$ cat src/verilog/ebt_pkg.sv
// constants, field layout and modes of the two-channel 8-bit timer control
package ebt_pkg;
	// ****************************************
	// register port map
	// ****************************************
	localparam int ADDR_W = 3;
	localparam logic [ADDR_W-1:0] OFF_CTRL_CH0 = 3'h0;
	localparam logic [ADDR_W-1:0] OFF_CTRL_CH1 = 3'h1;
	localparam logic [ADDR_W-1:0] OFF_STAT_CH0 = 3'h2;
	localparam logic [ADDR_W-1:0] OFF_STAT_CH1 = 3'h3;
	localparam logic [7:0] CTRL_RST = 8'h00;
	localparam logic [7:0] STAT_CH0_RST = 8'h00;
	localparam logic [7:0] STAT_CH1_RST = 8'h10;
	localparam logic [7:0] READ_ZERO = 8'h00;
	// ****************************************
	// field positions
	// ****************************************
	localparam int CTRL_MATCH_B_IE = 7;
	localparam int CTRL_MATCH_A_IE = 6;
	localparam int CTRL_WRAP_IE = 5;
	localparam int CTRL_CLR_HI = 4;
	localparam int CTRL_CLR_LO = 3;
	localparam int CTRL_CKS_HI = 2;
	localparam int STAT_MATCH_B = 7;
	localparam int STAT_MATCH_A = 6;
	localparam int STAT_WRAP = 5;
	localparam int STAT_TRIG = 4;
	localparam int STAT_ACT_B_LO = 2;
	localparam int STAT_ACT_A_LO = 0;
	localparam logic [7:0] COUNT_MAX = 8'hff;
	localparam logic [7:0] COUNT_ZERO = 8'h00;
	// ****************************************
	// prescaler taps
	// ****************************************
	localparam int PRE_W = 13;
	localparam logic [PRE_W-1:0] TAP_DIV8 = 13'h0007;
	localparam logic [PRE_W-1:0] TAP_DIV64 = 13'h003f;
	localparam logic [PRE_W-1:0] TAP_DIV8192 = 13'h1fff;
	localparam logic [PRE_W-1:0] PRE_STEP = 13'h0001;
	// ****************************************
	// modes
	// ****************************************
	typedef enum logic [2:0] {
		CKS_OFF = 3'h0,
		CKS_DIV8 = 3'h1,
		CKS_DIV64 = 3'h2,
		CKS_DIV8192 = 3'h3,
		CKS_CASCADE = 3'h4,
		CKS_EXT_RISE = 3'h5,
		CKS_EXT_FALL = 3'h6,
		CKS_EXT_BOTH = 3'h7
	} ebt_cks_e;
	typedef enum logic [1:0] {
		CLR_NONE = 2'h0,
		CLR_MATCH_A = 2'h1,
		CLR_MATCH_B = 2'h2,
		CLR_EXT = 2'h3
	} ebt_clr_e;
	typedef enum logic [1:0] {
		ACT_KEEP = 2'h0,
		ACT_LOW = 2'h1,
		ACT_HIGH = 2'h2,
		ACT_TOGGLE = 2'h3
	} ebt_act_e;
endpackage : ebt_pkg

$ cat src/verilog/ebt_timer.sv
// two-channel 8-bit timer: control, status flags, count sources and outputs
//
// The implementer's own choices: the strobed register port and the register addresses.
`timescale 1ns/1ps
// ****************************************
// ****************************************
module ebt_timer
	import ebt_pkg::*;
(
	input wire logic core_clk,
	input wire logic rst_n,
	input wire logic hw_standby,
	input wire logic [ADDR_W-1:0] reg_addr,
	input wire logic [7:0] reg_wdata,
	input wire logic reg_wr,
	input wire logic reg_rd,
	output logic [7:0] reg_rdata,
	input wire logic [7:0] compare_value_a_ch0,
	input wire logic [7:0] compare_value_b_ch0,
	input wire logic [7:0] compare_value_a_ch1,
	input wire logic [7:0] compare_value_b_ch1,
	input wire logic [1:0] ext_clk_in,
	input wire logic [1:0] ext_reset_in,
	input wire logic [1:0] dtc_service_a,
	input wire logic [1:0] dtc_service_b,
	input wire logic [1:0] irq_disable_select_a,
	input wire logic [1:0] irq_disable_select_b,
	output logic [7:0] count_value_ch0,
	output logic [7:0] count_value_ch1,
	output logic [1:0] match_a_irq,
	output logic [1:0] match_b_irq,
	output logic [1:0] wrap_irq,
	output logic [1:0] timer_out,
	output logic [1:0] timer_out_en,
	output logic conversion_start
);
	// ****************************************
	// helpers
	// ****************************************
	function automatic logic tap_end(input logic [PRE_W-1:0] pre, input logic [PRE_W-1:0] mask);
		return (pre & mask) == mask;
	endfunction : tap_end

	function automatic logic out_next(input logic [1:0] act_a, input logic hit_a,
		input logic [1:0] act_b, input logic hit_b, input logic cur);
		logic [1:0] ea;
		logic [1:0] eb;
		ea = hit_a ? act_a : ACT_KEEP;
		eb = hit_b ? act_b : ACT_KEEP;
		if (ea == ACT_TOGGLE || eb == ACT_TOGGLE) begin
			return ~cur;
		end else if (ea == ACT_HIGH || eb == ACT_HIGH) begin
			return 1'b1;
		end else if (ea == ACT_LOW || eb == ACT_LOW) begin
			return 1'b0;
		end
		return cur;
	endfunction : out_next

	// ****************************************
	// state
	// ****************************************
	logic [7:0] timer_ctrl [2];
	logic [7:0] cnt [2];
	logic [7:0] cmp_a [2];
	logic [7:0] cmp_b [2];
	logic [1:0] flag_a;
	logic [1:0] flag_b;
	logic [1:0] flag_w;
	logic [1:0] armed_a;
	logic [1:0] armed_b;
	logic [1:0] armed_w;
	logic trig_en;
	logic [3:0] out_act [2];
	logic [PRE_W-1:0] pre;
	logic [1:0] ext_clk_q;
	logic [1:0] ext_rst_q;
	logic tick8;
	logic tick64;
	logic tick8192;
	logic [1:0] base_pulse;
	logic [1:0] pulse;
	logic [1:0] eq_a;
	logic [1:0] eq_b;
	logic [1:0] clr_cond;
	logic [1:0] ext_clr;
	logic [1:0] match_a;
	logic [1:0] match_b;
	logic [1:0] wrap;
	logic [1:0] wr_stat;
	logic [1:0] clr_a;
	logic [1:0] clr_b;
	logic [1:0] clr_w;
	ebt_cks_e cks [2];
	ebt_clr_e clr_sel [2];

	assign cmp_a[0] = compare_value_a_ch0;
	assign cmp_b[0] = compare_value_b_ch0;
	assign cmp_a[1] = compare_value_a_ch1;
	assign cmp_b[1] = compare_value_b_ch1;
	assign count_value_ch0 = cnt[0];
	assign count_value_ch1 = cnt[1];
	assign wr_stat[0] = reg_wr && reg_addr == OFF_STAT_CH0;
	assign wr_stat[1] = reg_wr && reg_addr == OFF_STAT_CH1;

	// ****************************************
	// control registers
	// ****************************************
	// reset and standby clear
	always_ff @(posedge core_clk or negedge rst_n) begin
		if (!rst_n) begin
			timer_ctrl[0] <= CTRL_RST;
			timer_ctrl[1] <= CTRL_RST;
		end else if (hw_standby) begin
			timer_ctrl[0] <= CTRL_RST;
			timer_ctrl[1] <= CTRL_RST;
		end else if (reg_wr && reg_addr == OFF_CTRL_CH0) begin
			timer_ctrl[0] <= reg_wdata;
		end else if (reg_wr && reg_addr == OFF_CTRL_CH1) begin
			timer_ctrl[1] <= reg_wdata;
		end
	end

	always_comb begin
		for (int ch = 0; ch < 2; ch++) begin
			cks[ch] = ebt_cks_e'(timer_ctrl[ch][CTRL_CKS_HI:0]);
			clr_sel[ch] = ebt_clr_e'(timer_ctrl[ch][CTRL_CLR_HI:CTRL_CLR_LO]);
		end
	end

	// ****************************************
	// count sources
	// ****************************************
	// free-running divider; each tap ends on the tap's falling edge
	always_ff @(posedge core_clk or negedge rst_n) begin
		if (!rst_n) begin
			pre <= '0;
		end else begin
			pre <= pre + PRE_STEP;
		end
	end

	assign tick8 = tap_end(pre, TAP_DIV8);
	assign tick64 = tap_end(pre, TAP_DIV64);
	assign tick8192 = tap_end(pre, TAP_DIV8192);

	// pins are synchronous; one stage only for edge detection
	always_ff @(posedge core_clk or negedge rst_n) begin
		if (!rst_n) begin
			ext_clk_q <= '0;
			ext_rst_q <= '0;
		end else begin
			ext_clk_q <= ext_clk_in;
			ext_rst_q <= ext_reset_in;
		end
	end

	always_comb begin
		for (int ch = 0; ch < 2; ch++) begin
			eq_a[ch] = cnt[ch] == cmp_a[ch];
			eq_b[ch] = cnt[ch] == cmp_b[ch];
			clr_cond[ch] = (clr_sel[ch] == CLR_MATCH_A && eq_a[ch]) ||
				(clr_sel[ch] == CLR_MATCH_B && eq_b[ch]);
			ext_clr[ch] = clr_sel[ch] == CLR_EXT && ext_reset_in[ch] && !ext_rst_q[ch];
			unique case (cks[ch])
				CKS_OFF: base_pulse[ch] = 1'b0;
				CKS_DIV8: base_pulse[ch] = tick8;
				CKS_DIV64: base_pulse[ch] = tick64;
				CKS_DIV8192: base_pulse[ch] = tick8192;
				CKS_CASCADE: base_pulse[ch] = 1'b0;
				CKS_EXT_RISE: base_pulse[ch] = ext_clk_in[ch] && !ext_clk_q[ch];
				CKS_EXT_FALL: base_pulse[ch] = !ext_clk_in[ch] && ext_clk_q[ch];
				CKS_EXT_BOTH: base_pulse[ch] = ext_clk_in[ch] != ext_clk_q[ch];
			endcase
		end
		// cascade; both set gives no pulse, and no loop
		pulse[0] = base_pulse[0];
		pulse[1] = base_pulse[1];
		if (cks[0] == CKS_CASCADE) begin
			pulse[0] = cks[1] != CKS_CASCADE && base_pulse[1] &&
				cnt[1] == COUNT_MAX && !clr_cond[1];
		end
		if (cks[1] == CKS_CASCADE) begin
			pulse[1] = cks[0] != CKS_CASCADE && base_pulse[0] && eq_a[0];
		end
		for (int ch = 0; ch < 2; ch++) begin
			// match taken at the count pulse ending equality
			match_a[ch] = pulse[ch] && eq_a[ch];
			match_b[ch] = pulse[ch] && eq_b[ch];
			wrap[ch] = pulse[ch] && cnt[ch] == COUNT_MAX && !clr_cond[ch];
		end
	end

	// ****************************************
	// counters
	// ****************************************
	always_ff @(posedge core_clk or negedge rst_n) begin
		if (!rst_n) begin
			cnt[0] <= COUNT_ZERO;
			cnt[1] <= COUNT_ZERO;
		end else begin
			for (int ch = 0; ch < 2; ch++) begin
				if (hw_standby || ext_clr[ch]) begin
					cnt[ch] <= COUNT_ZERO;
				end else if (pulse[ch]) begin
					cnt[ch] <= clr_cond[ch] ? COUNT_ZERO : cnt[ch] + 8'h01;
				end
			end
		end
	end

	// ****************************************
	// status flags
	// ****************************************
	always_comb begin
		for (int ch = 0; ch < 2; ch++) begin
			// only zero after a read of one clears, or for a and b a dtc service with its disable select low
			clr_a[ch] = wr_stat[ch] && armed_a[ch] && !reg_wdata[STAT_MATCH_A];
			clr_b[ch] = wr_stat[ch] && armed_b[ch] && !reg_wdata[STAT_MATCH_B];
			clr_w[ch] = wr_stat[ch] && armed_w[ch] && !reg_wdata[STAT_WRAP];
			clr_a[ch] = clr_a[ch] || (dtc_service_a[ch] && !irq_disable_select_a[ch]);
			clr_b[ch] = clr_b[ch] || (dtc_service_b[ch] && !irq_disable_select_b[ch]);
		end
	end

	// set wins over a clear in the same cycle
	always_ff @(posedge core_clk or negedge rst_n) begin
		if (!rst_n) begin
			flag_a <= '0;
			flag_b <= '0;
			flag_w <= '0;
		end else if (hw_standby) begin
			flag_a <= '0;
			flag_b <= '0;
			flag_w <= '0;
		end else begin
			flag_a <= match_a | (flag_a & ~clr_a);
			flag_b <= match_b | (flag_b & ~clr_b);
			flag_w <= wrap | (flag_w & ~clr_w);
		end
	end

	// read arms the clear; a write to the same channel's status disarms it
	always_ff @(posedge core_clk or negedge rst_n) begin
		if (!rst_n) begin
			armed_a <= '0;
			armed_b <= '0;
			armed_w <= '0;
		end else begin
			for (int ch = 0; ch < 2; ch++) begin
				if (hw_standby || wr_stat[ch]) begin
					armed_a[ch] <= 1'b0;
					armed_b[ch] <= 1'b0;
					armed_w[ch] <= 1'b0;
				end else if (reg_rd && reg_addr == (ch == 0 ? OFF_STAT_CH0 : OFF_STAT_CH1)) begin
					armed_a[ch] <= flag_a[ch];
					armed_b[ch] <= flag_b[ch];
					armed_w[ch] <= flag_w[ch];
				end
			end
		end
	end

	// ****************************************
	// status control bits
	// ****************************************
	always_ff @(posedge core_clk or negedge rst_n) begin
		if (!rst_n) begin
			trig_en <= STAT_CH0_RST[STAT_TRIG];
			out_act[0] <= STAT_CH0_RST[3:0];
			out_act[1] <= STAT_CH1_RST[3:0];
		end else if (hw_standby) begin
			trig_en <= STAT_CH0_RST[STAT_TRIG];
			out_act[0] <= STAT_CH0_RST[3:0];
			out_act[1] <= STAT_CH1_RST[3:0];
		end else begin
			if (wr_stat[0]) begin
				trig_en <= reg_wdata[STAT_TRIG];
				out_act[0] <= reg_wdata[3:0];
			end
			if (wr_stat[1]) begin
				out_act[1] <= reg_wdata[3:0];
			end
		end
	end

	// ****************************************
	// register read port
	// ****************************************
	always_ff @(posedge core_clk or negedge rst_n) begin
		if (!rst_n) begin
			reg_rdata <= READ_ZERO;
		end else if (reg_rd) begin
			unique case (reg_addr)
				OFF_CTRL_CH0: reg_rdata <= timer_ctrl[0];
				OFF_CTRL_CH1: reg_rdata <= timer_ctrl[1];
				OFF_STAT_CH0: reg_rdata <= {flag_b[0], flag_a[0], flag_w[0], trig_en, out_act[0]};
				OFF_STAT_CH1: reg_rdata <= {flag_b[1], flag_a[1], flag_w[1],
					STAT_CH1_RST[STAT_TRIG], out_act[1]};
				default: reg_rdata <= READ_ZERO;
			endcase
		end else begin
			reg_rdata <= READ_ZERO;
		end
	end

	// ****************************************
	// requests and outputs
	// ****************************************
	// enable gating; held while the flag stands
	always_comb begin
		for (int ch = 0; ch < 2; ch++) begin
			match_a_irq[ch] = flag_a[ch] && timer_ctrl[ch][CTRL_MATCH_A_IE];
			match_b_irq[ch] = flag_b[ch] && timer_ctrl[ch][CTRL_MATCH_B_IE];
			wrap_irq[ch] = flag_w[ch] && timer_ctrl[ch][CTRL_WRAP_IE];
			// output disabled with no action selected
			timer_out_en[ch] = |out_act[ch];
		end
	end

	// output low from reset until a match acts
	always_ff @(posedge core_clk or negedge rst_n) begin
		if (!rst_n) begin
			timer_out <= '0;
		end else if (hw_standby) begin
			timer_out <= '0;
		end else begin
			for (int ch = 0; ch < 2; ch++) begin
				timer_out[ch] <= out_next(out_act[ch][STAT_ACT_A_LO +: 2], match_a[ch],
					out_act[ch][STAT_ACT_B_LO +: 2], match_b[ch], timer_out[ch]);
			end
		end
	end

	// one-cycle request as channel 0 match-a sets the flag, while trig_en is set
	always_ff @(posedge core_clk or negedge rst_n) begin
		if (!rst_n) begin
			conversion_start <= 1'b0;
		end else begin
			conversion_start <= match_a[0] && trig_en && !hw_standby;
		end
	end
endmodule : ebt_timer

$ cat config.mk
export PLATFORM = sky130hd
export DESIGN_NAME = ebt_timer
export DESIGN_NICKNAME = d
export VERILOG_FILES = /design/src/verilog/ebt_pkg.sv /design/src/verilog/ebt_timer.sv
export SDC_FILE = /design/constraint.sdc
export NUM_CORES = 1
export LEC_CHECK = 0
export BUFFER_PORTS_ARGS = -buffer_cell sky130_fd_sc_hd__buf_2
export CAP_MARGIN = 30
export CORE_MARGIN = 2
export CORE_UTILIZATION = 50
export CTS_BUF_LIST = sky130_fd_sc_hd__clkbuf_4
export DETAILED_ROUTE_END_ITERATION = 12
export GPL_TIMING_DRIVEN = 0
export PLACE_DENSITY_LB_ADDON = 0.08
export REMOVE_ABC_BUFFERS = 1
export SETUP_SLACK_MARGIN = 0.05
export SLEW_MARGIN = 25
export SYNTH_ARGS = -nofsm -noshare
export SYNTH_HDL_FRONTEND = slang
export SYNTH_SLANG_ARGS = --single-unit
$ cat constraint.sdc
create_clock -name core_clk -period 2.54 [get_ports core_clk]
set_input_delay 0.127 -clock core_clk [delete_from_list [all_inputs] [get_ports core_clk]]
set_output_delay 0.127 -clock core_clk [all_outputs]
set_load 0.1 [all_outputs]
==> results of run 1 <==
## placed cells by master, fill, tap and decap left out, types with 6 or more instances in the layout
master,n
ha_1,7
clkbuf_4,9
dlygate4sd3_1,13
nand2_1,53
nand4_1,10
buf_4,6
inv_1,11
a211oi_1,12
xnor2_1,39
and2_1,10
o21ai_1,10
nor2_1,48
nand2b_1,16
o21ai_0,12
dfrtp_1,80
nor3_1,7
buf_2,94
nand3_1,24
nor2b_1,18
mux2i_1,17
a21oi_1,43
## cell families (layout without fill, tap and decap cells)
group,Yosys count,in the layout,synth area share
xor+xnor,42,42,0.0797
compound gates,107,107,0.149
simple gates,220,220,0.244
buf+inv,36,141,0.0303
mux,17,17,0.0368
flops,81,81,0.439
fa+ha+maj,8,8,0.0217
## repair_timing
action	CTS	global route
pin swaps	0	3
hold buffers	13	0
setup endpoints to repair	6	23
buffers inserted	0	4
gates resized for setup	2	12
hold endpoints to repair	57	0
## flip-flops by register name, summed over array words and instances (netlist names)
name,count
out_act,8
timer_out,2
trig_en,1
armed_b,2
flag_b,2
count_value_ch0,8
reg_rdata,8
conversion_start,1
cks,6
ext_rst_q,2
pre,13
timer_ctrl,6
armed_w,2
armed_a,2
count_value_ch1,8
flag_a,2
ext_clk_q,2
flag_w,2
clr_sel,4
## report_power, final
part | switching, mW | total [mW] | internal [mW] | leakage [nW]
Combinational | 0.400 | 0.578 | 0.177 | 1.25
Sequential | 0.0639 | 1.39 | 1.33 | 1.10
Clock | 0.467 | 0.764 | 0.298 | 0.0660
Total | 0.931 | 2.73 | 1.80 | 2.41
## routing by layer
layer,GRT usage,wire length [um],vias up
met5,0,0,-
met4,0.0685,107,0
met3,0.0425,606,7
met2,0.390,5740,110
met1,0.323,5180,1912
li1,-,-,1984
## per-stage QoR
stage	utilization	hold WS [ps]
after detailed placement	0.568	138
final	0.609	29.0
after global placement	0.563	252
after global routing	0.609	37.6
after floorplan	-	-169
after CTS	0.598	20.5
## cell type report
class	instances	area (um2)
clock inverter	7	70.1
clock buffer	9	67.6
timing repair buffer	114	673
sequential	81	2030
inverter	11	41.3
multi-input combinational	394	2530
fill	813	3560
tap	111	139
## worst reg2reg max path, cell delays in order (launching register included)
cell	delay [ps]
dfrtp_1	430
ha_4	170
nand4_1	110
or4_4	440
o31a_1	340
o21ai_2	190
a31oi_4	90
nand2b_4	230
o41ai_2	330
## worst paths after layout
path	cells after the start	to	from	slack (ps)
max	8	count_value_ch0[5]	pre[0]	110
max reg2reg	8	count_value_ch0[5]	pre[0]	110
min	4	flag_b[0]	dtc_service_b[0]	30
min reg2reg	1	pre[12]	pre[12]	480
min in group asynchronous	2	count_value_ch0[1]	rst_n	190
max in group asynchronous	3	pre[11]	rst_n	1740
==> results.toml, run 1 <==
[outcome]
status = "finished clean"

[worst_setup_path]
critPathKind = "register to register"
crit_family = "compound AO/OA/AOI/OAI gates"
critPathMaxStageDelay_ps = 440
cp-start-kind = "register"
crit_buf_inv = 0
cp_max_fo = 8
worstPathRequired_ps = 2880
slowest_stage = "or4_4"
crit_path_cell_trace = "ha_4, nand4_1, or4_4, o31a_1, o21ai_2, a31oi_4, nand2b_4, o41ai_2"
end_kind = "register"
crit_arrival_ps = 2770

[synthesis]
synth_seq_area_share = 0.439
synthTopCellsByCount = "81 x dfrtp_1, 53 x nand2_1, 49 x nor2_1"
synth_edf_count = 0
async_flop_share = 1.00
yosys-top-cells-area = "dfrtp_1 44%, xnor2_1 7.4%, a21oi_1 4.7%"
synthMostInstantiatedCell = "dfrtp_1"
yosys.area.top_type = "dfrtp_1"
synth-seq-cells = 81
netlist_area_um2 = 4620
synth_ff_type = "dfrtp_1"
syn-instance-count = 511
yosysWarnings = 0
yosysTopAreaCellShare = 0.439
syn_area_per_cell_um2 = 9.04
synth.distinct_cells = 58

[timing]
slew_headroom = 0.399
hold_viol_final = 0
finalSetupViolations = 0
worst_pin_slew_ps = 902
min_period_ps = 2430
setup_ws_ps = 114
fmax_mhz = 412
fin_skew_ps = 17.8
setup-tns-final_ps = 0
rsz0062_at_grt = "yes"
finalCritPeriodShare = 0.955
final_max_slew_viol_count = 0

[clocking]
cts.clk_slew.worst_paths_ps = 130
clock_latency_ps = 440
cts_buffer_depth = 2
root_buffer = "clkbuf_4"
cts_sinks = 81
cts-htree-levels = 3
cts_tree = "done"
cts-buffers-inserted = 9

[place]
gp_congestion = 0.859
dp_cells = 693
dpl_worst_slack_ps = -4.22
placed_area_um2 = 5170
dp_hpwl_um = 8410
io_buffers = 94

[routing]
drc = 0
drt_iter0_drc = 177
vias = 4013
drt-total-wl_um = 11600
firstDrtPassIters = 4
detail_route.wl_per_cell_um = 16.0
postRouteAntennaNets = 0
vias_per_cell = 5.52

[power_and_ir_drop]
p_per_area_nw_per_um2 = 492
irDropWorstVdd_uv = 280
leakage_nw = 2.41
p_total_mw = 2.73

[die]
die-area_um2 = 10000
start_util = 0.507
dieHeight_um = 100
std_cell_rows = 35
core_um2 = 9110
die_w_um = 100
io_pins = 95

[global_route]
overflow = 0
grt_pass1_wl_um = 18700
grt_pass1_vias = 3748
antenna_found_initial = 0
track_usage = 0.237
grt_max_degree = 49

[layout]
final_cells = 727
diodes = 0
drive_gt1_frac = 0.224
nets = 679
design_area_um2 = 5550
syn_to_final_growth_pct = 20.2

[flow_run]
max_cap_violations = 0

[worst_hold_path]
hold_class = "primary input to register"
(Power assumes the default switching activity.)
==> run 2: changes to the inputs <==
==> constraint.sdc (replaced) <==
create_clock -name core_clk -period 2.54 [get_ports core_clk]
set_input_delay 0.635 -clock core_clk [delete_from_list [all_inputs] [get_ports core_clk]]
set_output_delay 0.635 -clock core_clk [all_outputs]
set_load 0.1 [all_outputs]
==> run 2 against run 1 <==
Against the previous run:
- critical endpoint unchanged
- clock power about the same
- clock skew down 0.59 ps
- largest power group unchanged
- cell area down 2.2%
- global-route usage down 0.40 points
- final cell count down 1.8%
- sequential share of layout area up 0.83 points
- hold slack better by 120 ps
- sequential power about the same
==> results.toml, run 2 (synthesized netlist as in run 1, its figures left out) <==
[worst_setup_path]
slowest_stage = "or4_4"
cp-start-kind = "register"
end_kind = "register"
worstPathRequired_ps = 2870
r2r_slack_ps = 110
crit_path_cell_trace = "ha_4, nand4_1, or4_4, o31a_1, o21ai_2, a31oi_4, nand2b_4, o41ai_2"
crit_family = "compound AO/OA/AOI/OAI gates"
critPathKind = "register to register"
critPathMaxStageDelay_ps = 440
crit_arrival_ps = 2760
cp_max_fo = 8
crit_buf_inv = 0

[timing]
fin_skew_ps = 17.2
setup_ws_ps = 111
holdWs_ps = 148
min_period_ps = 2430
final_max_slew_viol_count = 0
slew_headroom = 0.402
fmax_mhz = 412
finalSetupViolations = 0
hold_viol_final = 0
setup-tns-final_ps = 0
worst_pin_slew_ps = 898
rsz0062_at_grt = "yes"
finalCritPeriodShare = 0.956

[power_and_ir_drop]
p_total_mw = 2.71
p_per_area_nw_per_um2 = 500
irDropWorstVdd_uv = 279
leakage_nw = 2.36

[layout]
drive_gt1_frac = 0.231
largest_reg_flops = 13
final_common_cell = "buf_2"
top_register = "pre"
filler_cell_count = 828
nets = 666
syn_to_final_growth_pct = 17.6
layout_common_cells = "94 x buf_2, 80 x dfrtp_1, 53 x nand2_1"
utilization = 0.596
diodes = 0

[global_route]
track_usage = 0.233
overflow = 0
antenna_found_initial = 0
grt_pass1_vias = 3679
grt_pass1_wl_um = 18400
grt_max_degree = 49

[die]
core_um2 = 9110
start_util = 0.507
die_w_um = 100
die-area_um2 = 10000
dieHeight_um = 100
std_cell_rows = 35
io_pins = 95

[place]
io_buffers = 94
dpl_worst_slack_ps = -445
gp_congestion = 0.859
dp_hpwl_um = 8410

[routing]
drt_iter0_drc = 177
vias = 4002
detail_route.wl_per_cell_um = 16.0
firstDrtPassIters = 4
vias_per_cell = 5.61
postRouteAntennaNets = 0
drt-total-wl_um = 11400
drc = 0

[clocking]
cts_buffer_depth = 2
cts_tree = "done"
root_buffer = "clkbuf_4"
cts-htree-levels = 3
clock_latency_ps = 440
cts-buffers-inserted = 9
cts_sinks = 81
cts_hold_buffers = 0
cts.clk_slew.worst_paths_ps = 140

[flow_run]
max_cap_violations = 0

[worst_hold_path]
hold_class = "primary input to async pin"

[outcome]
status = "finished clean"
[run 2: worst paths after layout]
check                                start                  to  cells after the start
min                                  rst_n  count_value_ch0[1]                      1
max in group asynchronous            rst_n             pre[11]                      2
max                                 pre[0]  count_value_ch0[5]                      8
max reg2reg                         pre[0]  count_value_ch0[5]                      8
min in group core_clk      ext_reset_in[0]        ext_rst_q[0]                      1
min reg2reg                        pre[12]             pre[12]                      1
[run 2: final cells by class]
type	count	area, um2	area share
Inverter	11	41.3	0.00761
Timing Repair Buffer	101	543	0.100
Clock buffer	9	67.6	0.0124
Clock inverter	7	70.1	0.0129
Tap cell	111	139	0.0256
Multi-Input combinational cell	394	2540	0.468
Sequential cell	81	2030	0.374
[run 2: where the power goes]
| part | total, mW | switching (mW) | internal, mW | leakage (nW) |
|---|---|---|---|---|
| clock | 0.761 | 0.464 | 0.298 | 0.0660 |
| sequential | 1.39 | 0.0634 | 1.33 | 1.10 |
| combinational | 0.563 | 0.398 | 0.165 | 1.20 |
[run 2: timing repair]
action | in CTS | in global routing
setup buffers | 0 | 4
pin swaps | 0 | 3
gates resized for setup | 3 | 13
endpoints found under the setup margin | 7 | 23
[run 2: layer usage]
metal | up-vias | wire (um) | global-route usage
li1 | 1956 | - | -
met5 | - | 0 | 0
met4 | 0 | 166 | 0.0674
met2 | 120 | 5540 | 0.381
met3 | 15 | 588 | 0.0432
met1 | 1911 | 5140 | 0.319
[run 2: metrics by stage]
step | cells | instance area (um2)
final | 714 | 5430
after global routing | 714 | 5430
after CTS | 709 | 5320
after detailed placement | 693 | 5170
after global placement | 691 | 5130
after floorplan | 486 | 4520
==> run 3: changes to the inputs <==
--- a/config.mk
+++ b/config.mk
@@ -7,8 +7,10 @@
 export LEC_CHECK = 0
 export BUFFER_PORTS_ARGS = -buffer_cell sky130_fd_sc_hd__buf_2
 export CAP_MARGIN = 30
+export CELL_PAD_IN_SITES_DETAIL_PLACEMENT = 0
+export CELL_PAD_IN_SITES_GLOBAL_PLACEMENT = 1
 export CORE_MARGIN = 2
-export CORE_UTILIZATION = 50
+export CORE_UTILIZATION = 43
 export CTS_BUF_LIST = sky130_fd_sc_hd__clkbuf_4
 export DETAILED_ROUTE_END_ITERATION = 12
 export GPL_TIMING_DRIVEN = 0
==> run 3 against run 2 <==
Against the previous run:
- via count rose by 0.12%
- hold slack improved by 160 ps
- combinational power rose by 2%
- die area rose by 16%
- largest power group unchanged
- highest routed layer unchanged
==> results.toml, run 3 (synthesized netlist as in run 1, its figures left out) <==
[worst_setup_path]
crit_path_cell_trace = "ha_4, nand4_1, or4_4, o31a_1, o21ai_2, a31oi_4, nand2b_4, o41ai_2"
cp-startpoint = "pre[0]"
critPathKind = "register to register"
cp_max_fo = 6
worstPathRequired_ps = 2890
slowest_stage = "dfrtp_1"
critPathMaxStageDelay_ps = 440
end_kind = "register"
r2r_end = "count_value_ch0[6]"
cp-start-kind = "register"
cp-endpoint = "count_value_ch0[6]"
r2r_start = "pre[0]"
r2r_slack_ps = 120
reg2reg_depth = 8
crit_arrival_ps = 2780

[power_and_ir_drop]
p_int_mw = 1.79
irDropWorstVdd_uv = 365
switching_share = 0.346
p_comb_frac = 0.209
p_per_area_nw_per_um2 = 496
leakage_nw = 2.39
power_frac_seq = 0.508
pwr-share-clk = 0.283
p_sw_uw = 949

[timing]
fmax_mhz = 413
finalSetupViolations = 0
finalCritPeriodShare = 0.954
holdWs_ps = 306
rsz0062_at_grt = "yes"
slew_headroom = 0.370
setup-tns-final_ps = 0
final_max_slew_viol_count = 0
worst_pin_slew_ps = 946
fin_skew_ps = 14.7
hold_viol_final = 0
min_period_ps = 2420

[layout]
largest_reg_flops = 13
syn_to_final_growth_pct = 19.7
diodes = 0
layout_common_cells = "93 x buf_2, 79 x dfrtp_1, 53 x nand2_1"
top_register = "pre"
drive_gt1_frac = 0.241
nets = 670
final_common_cell = "buf_2"

[global_route]
grt_pass1_wl_um = 19400
grt_use_met1 = 0.301
grt_max_degree = 56
top_usage_layer = "met2"
antenna_found_initial = 0
track_usage = 0.215
overflow = 0
use_met2 = 0.336
grt_pass1_vias = 3852
grt_use_met3 = 0.0539

[routing]
drt_iter0_drc = 203
drt-total-wl_um = 11900
vias = 4007
drc = 0
detail_route.wl_per_cell_um = 16.1
vias_per_cell = 5.39
firstDrtPassIters = 4
postRouteAntennaNets = 0

[die]
core_um2 = 10400
die-area_um2 = 11600
dieHeight_um = 108
std_cell_rows = 37
io_pins = 95
start_util = 0.445
die_w_um = 108

[clocking]
clock_latency_ps = 450
cts.clk_slew.worst_paths_ps = 130
cts-buffers-inserted = 9
cts_tree = "done"
cts_sinks = 81
cts-htree-levels = 3
root_buffer = "clkbuf_4"
cts_buffer_depth = 2

[worst_hold_path]
hold_class = "primary input to register"

[flow_run]
max_cap_violations = 0

[place]
dp_hpwl_um = 8580
io_buffers = 94
gp_congestion = 0.805

[outcome]
status = "finished clean"
run 3: what timing repair did:
| item | 4_1_cts | 5_1_grt |
|---|---|---|
| pin swaps | 1 | 9 |
| setup buffers | 0 | 8 |
| resized for setup | 4 | 19 |
| endpoints found under the hold margin | 0 | 2 |
| setup endpoints to repair | 11 | 22 |
| hold buffers | 0 | 1 |
run 3: area by class of cell:
cell class,instances,area (um2)
clock buffers,9,67.6
clock inverters,7,71.3
fillers,1010,4840
inverters,11,41.3
multi-input cells,394,2560
flip-flops and latches,81,2030
well taps,136,170
repair buffers,105,583
run 3: worst min-delay path by stage:
stage	from	end	slack, ps	cells after the start
after detailed placement	pre[10]	pre[10]	470	1
final	ext_reset_in[1]	ext_rst_q[1]	310	1
after floorplan	rst_n	armed_a[0]	340	0
after CTS	rst_n	timer_ctrl[6]	10	1
after global routing	ext_reset_in[1]	ext_rst_q[1]	270	1
after global placement	pre[10]	pre[10]	460	1
run 3: power by group through the flow:
stage | combinational (mW) | sequential, mW | clock [mW]
after floorplan | 0.186 | 1.59 | 0
after global placement | 0.548 | 1.41 | 0
after detailed placement | 0.562 | 1.42 | 0
after CTS | 0.565 | 1.39 | 0.800
after global routing | 0.615 | 1.40 | 0.858
final | 0.574 | 1.39 | 0.775
run 3: critical path: cells and delay by family, from the launching register on:
family                   cells  cell delay, ps
flip-flops                   1             440
AND/OR/NAND/NOR              3             760
adder cells (fa/ha/maj)      1             160
AO/OA/AOI/OAI                4             970
run 3: layer usage:
metal / up-vias / part of all wire
met5: - / 0
met4: 0 / 0.0069
met3: 6 / 0.044
met2: 95 / 0.47
met1: 1937 / 0.47
li1: 1969 / -
run 3: stage by stage:
| step | std cells | setup WS [ps] | power [mW] | instance area, um2 | util |
|---|---|---|---|---|---|
| CTS | 734 | -9.48 | 2.76 | 5370 | 0.517 |
| detailed placement | 718 | -570 | 1.98 | 5210 | 0.502 |
| floorplan | 486 | -313 | 1.78 | 4520 | - |
| global route | 743 | 4.37 | 2.87 | 5530 | 0.533 |
| finish | 743 | 117 | 2.74 | 5530 | 0.533 |
| global placement | 716 | -545 | 1.96 | 5160 | 0.498 |
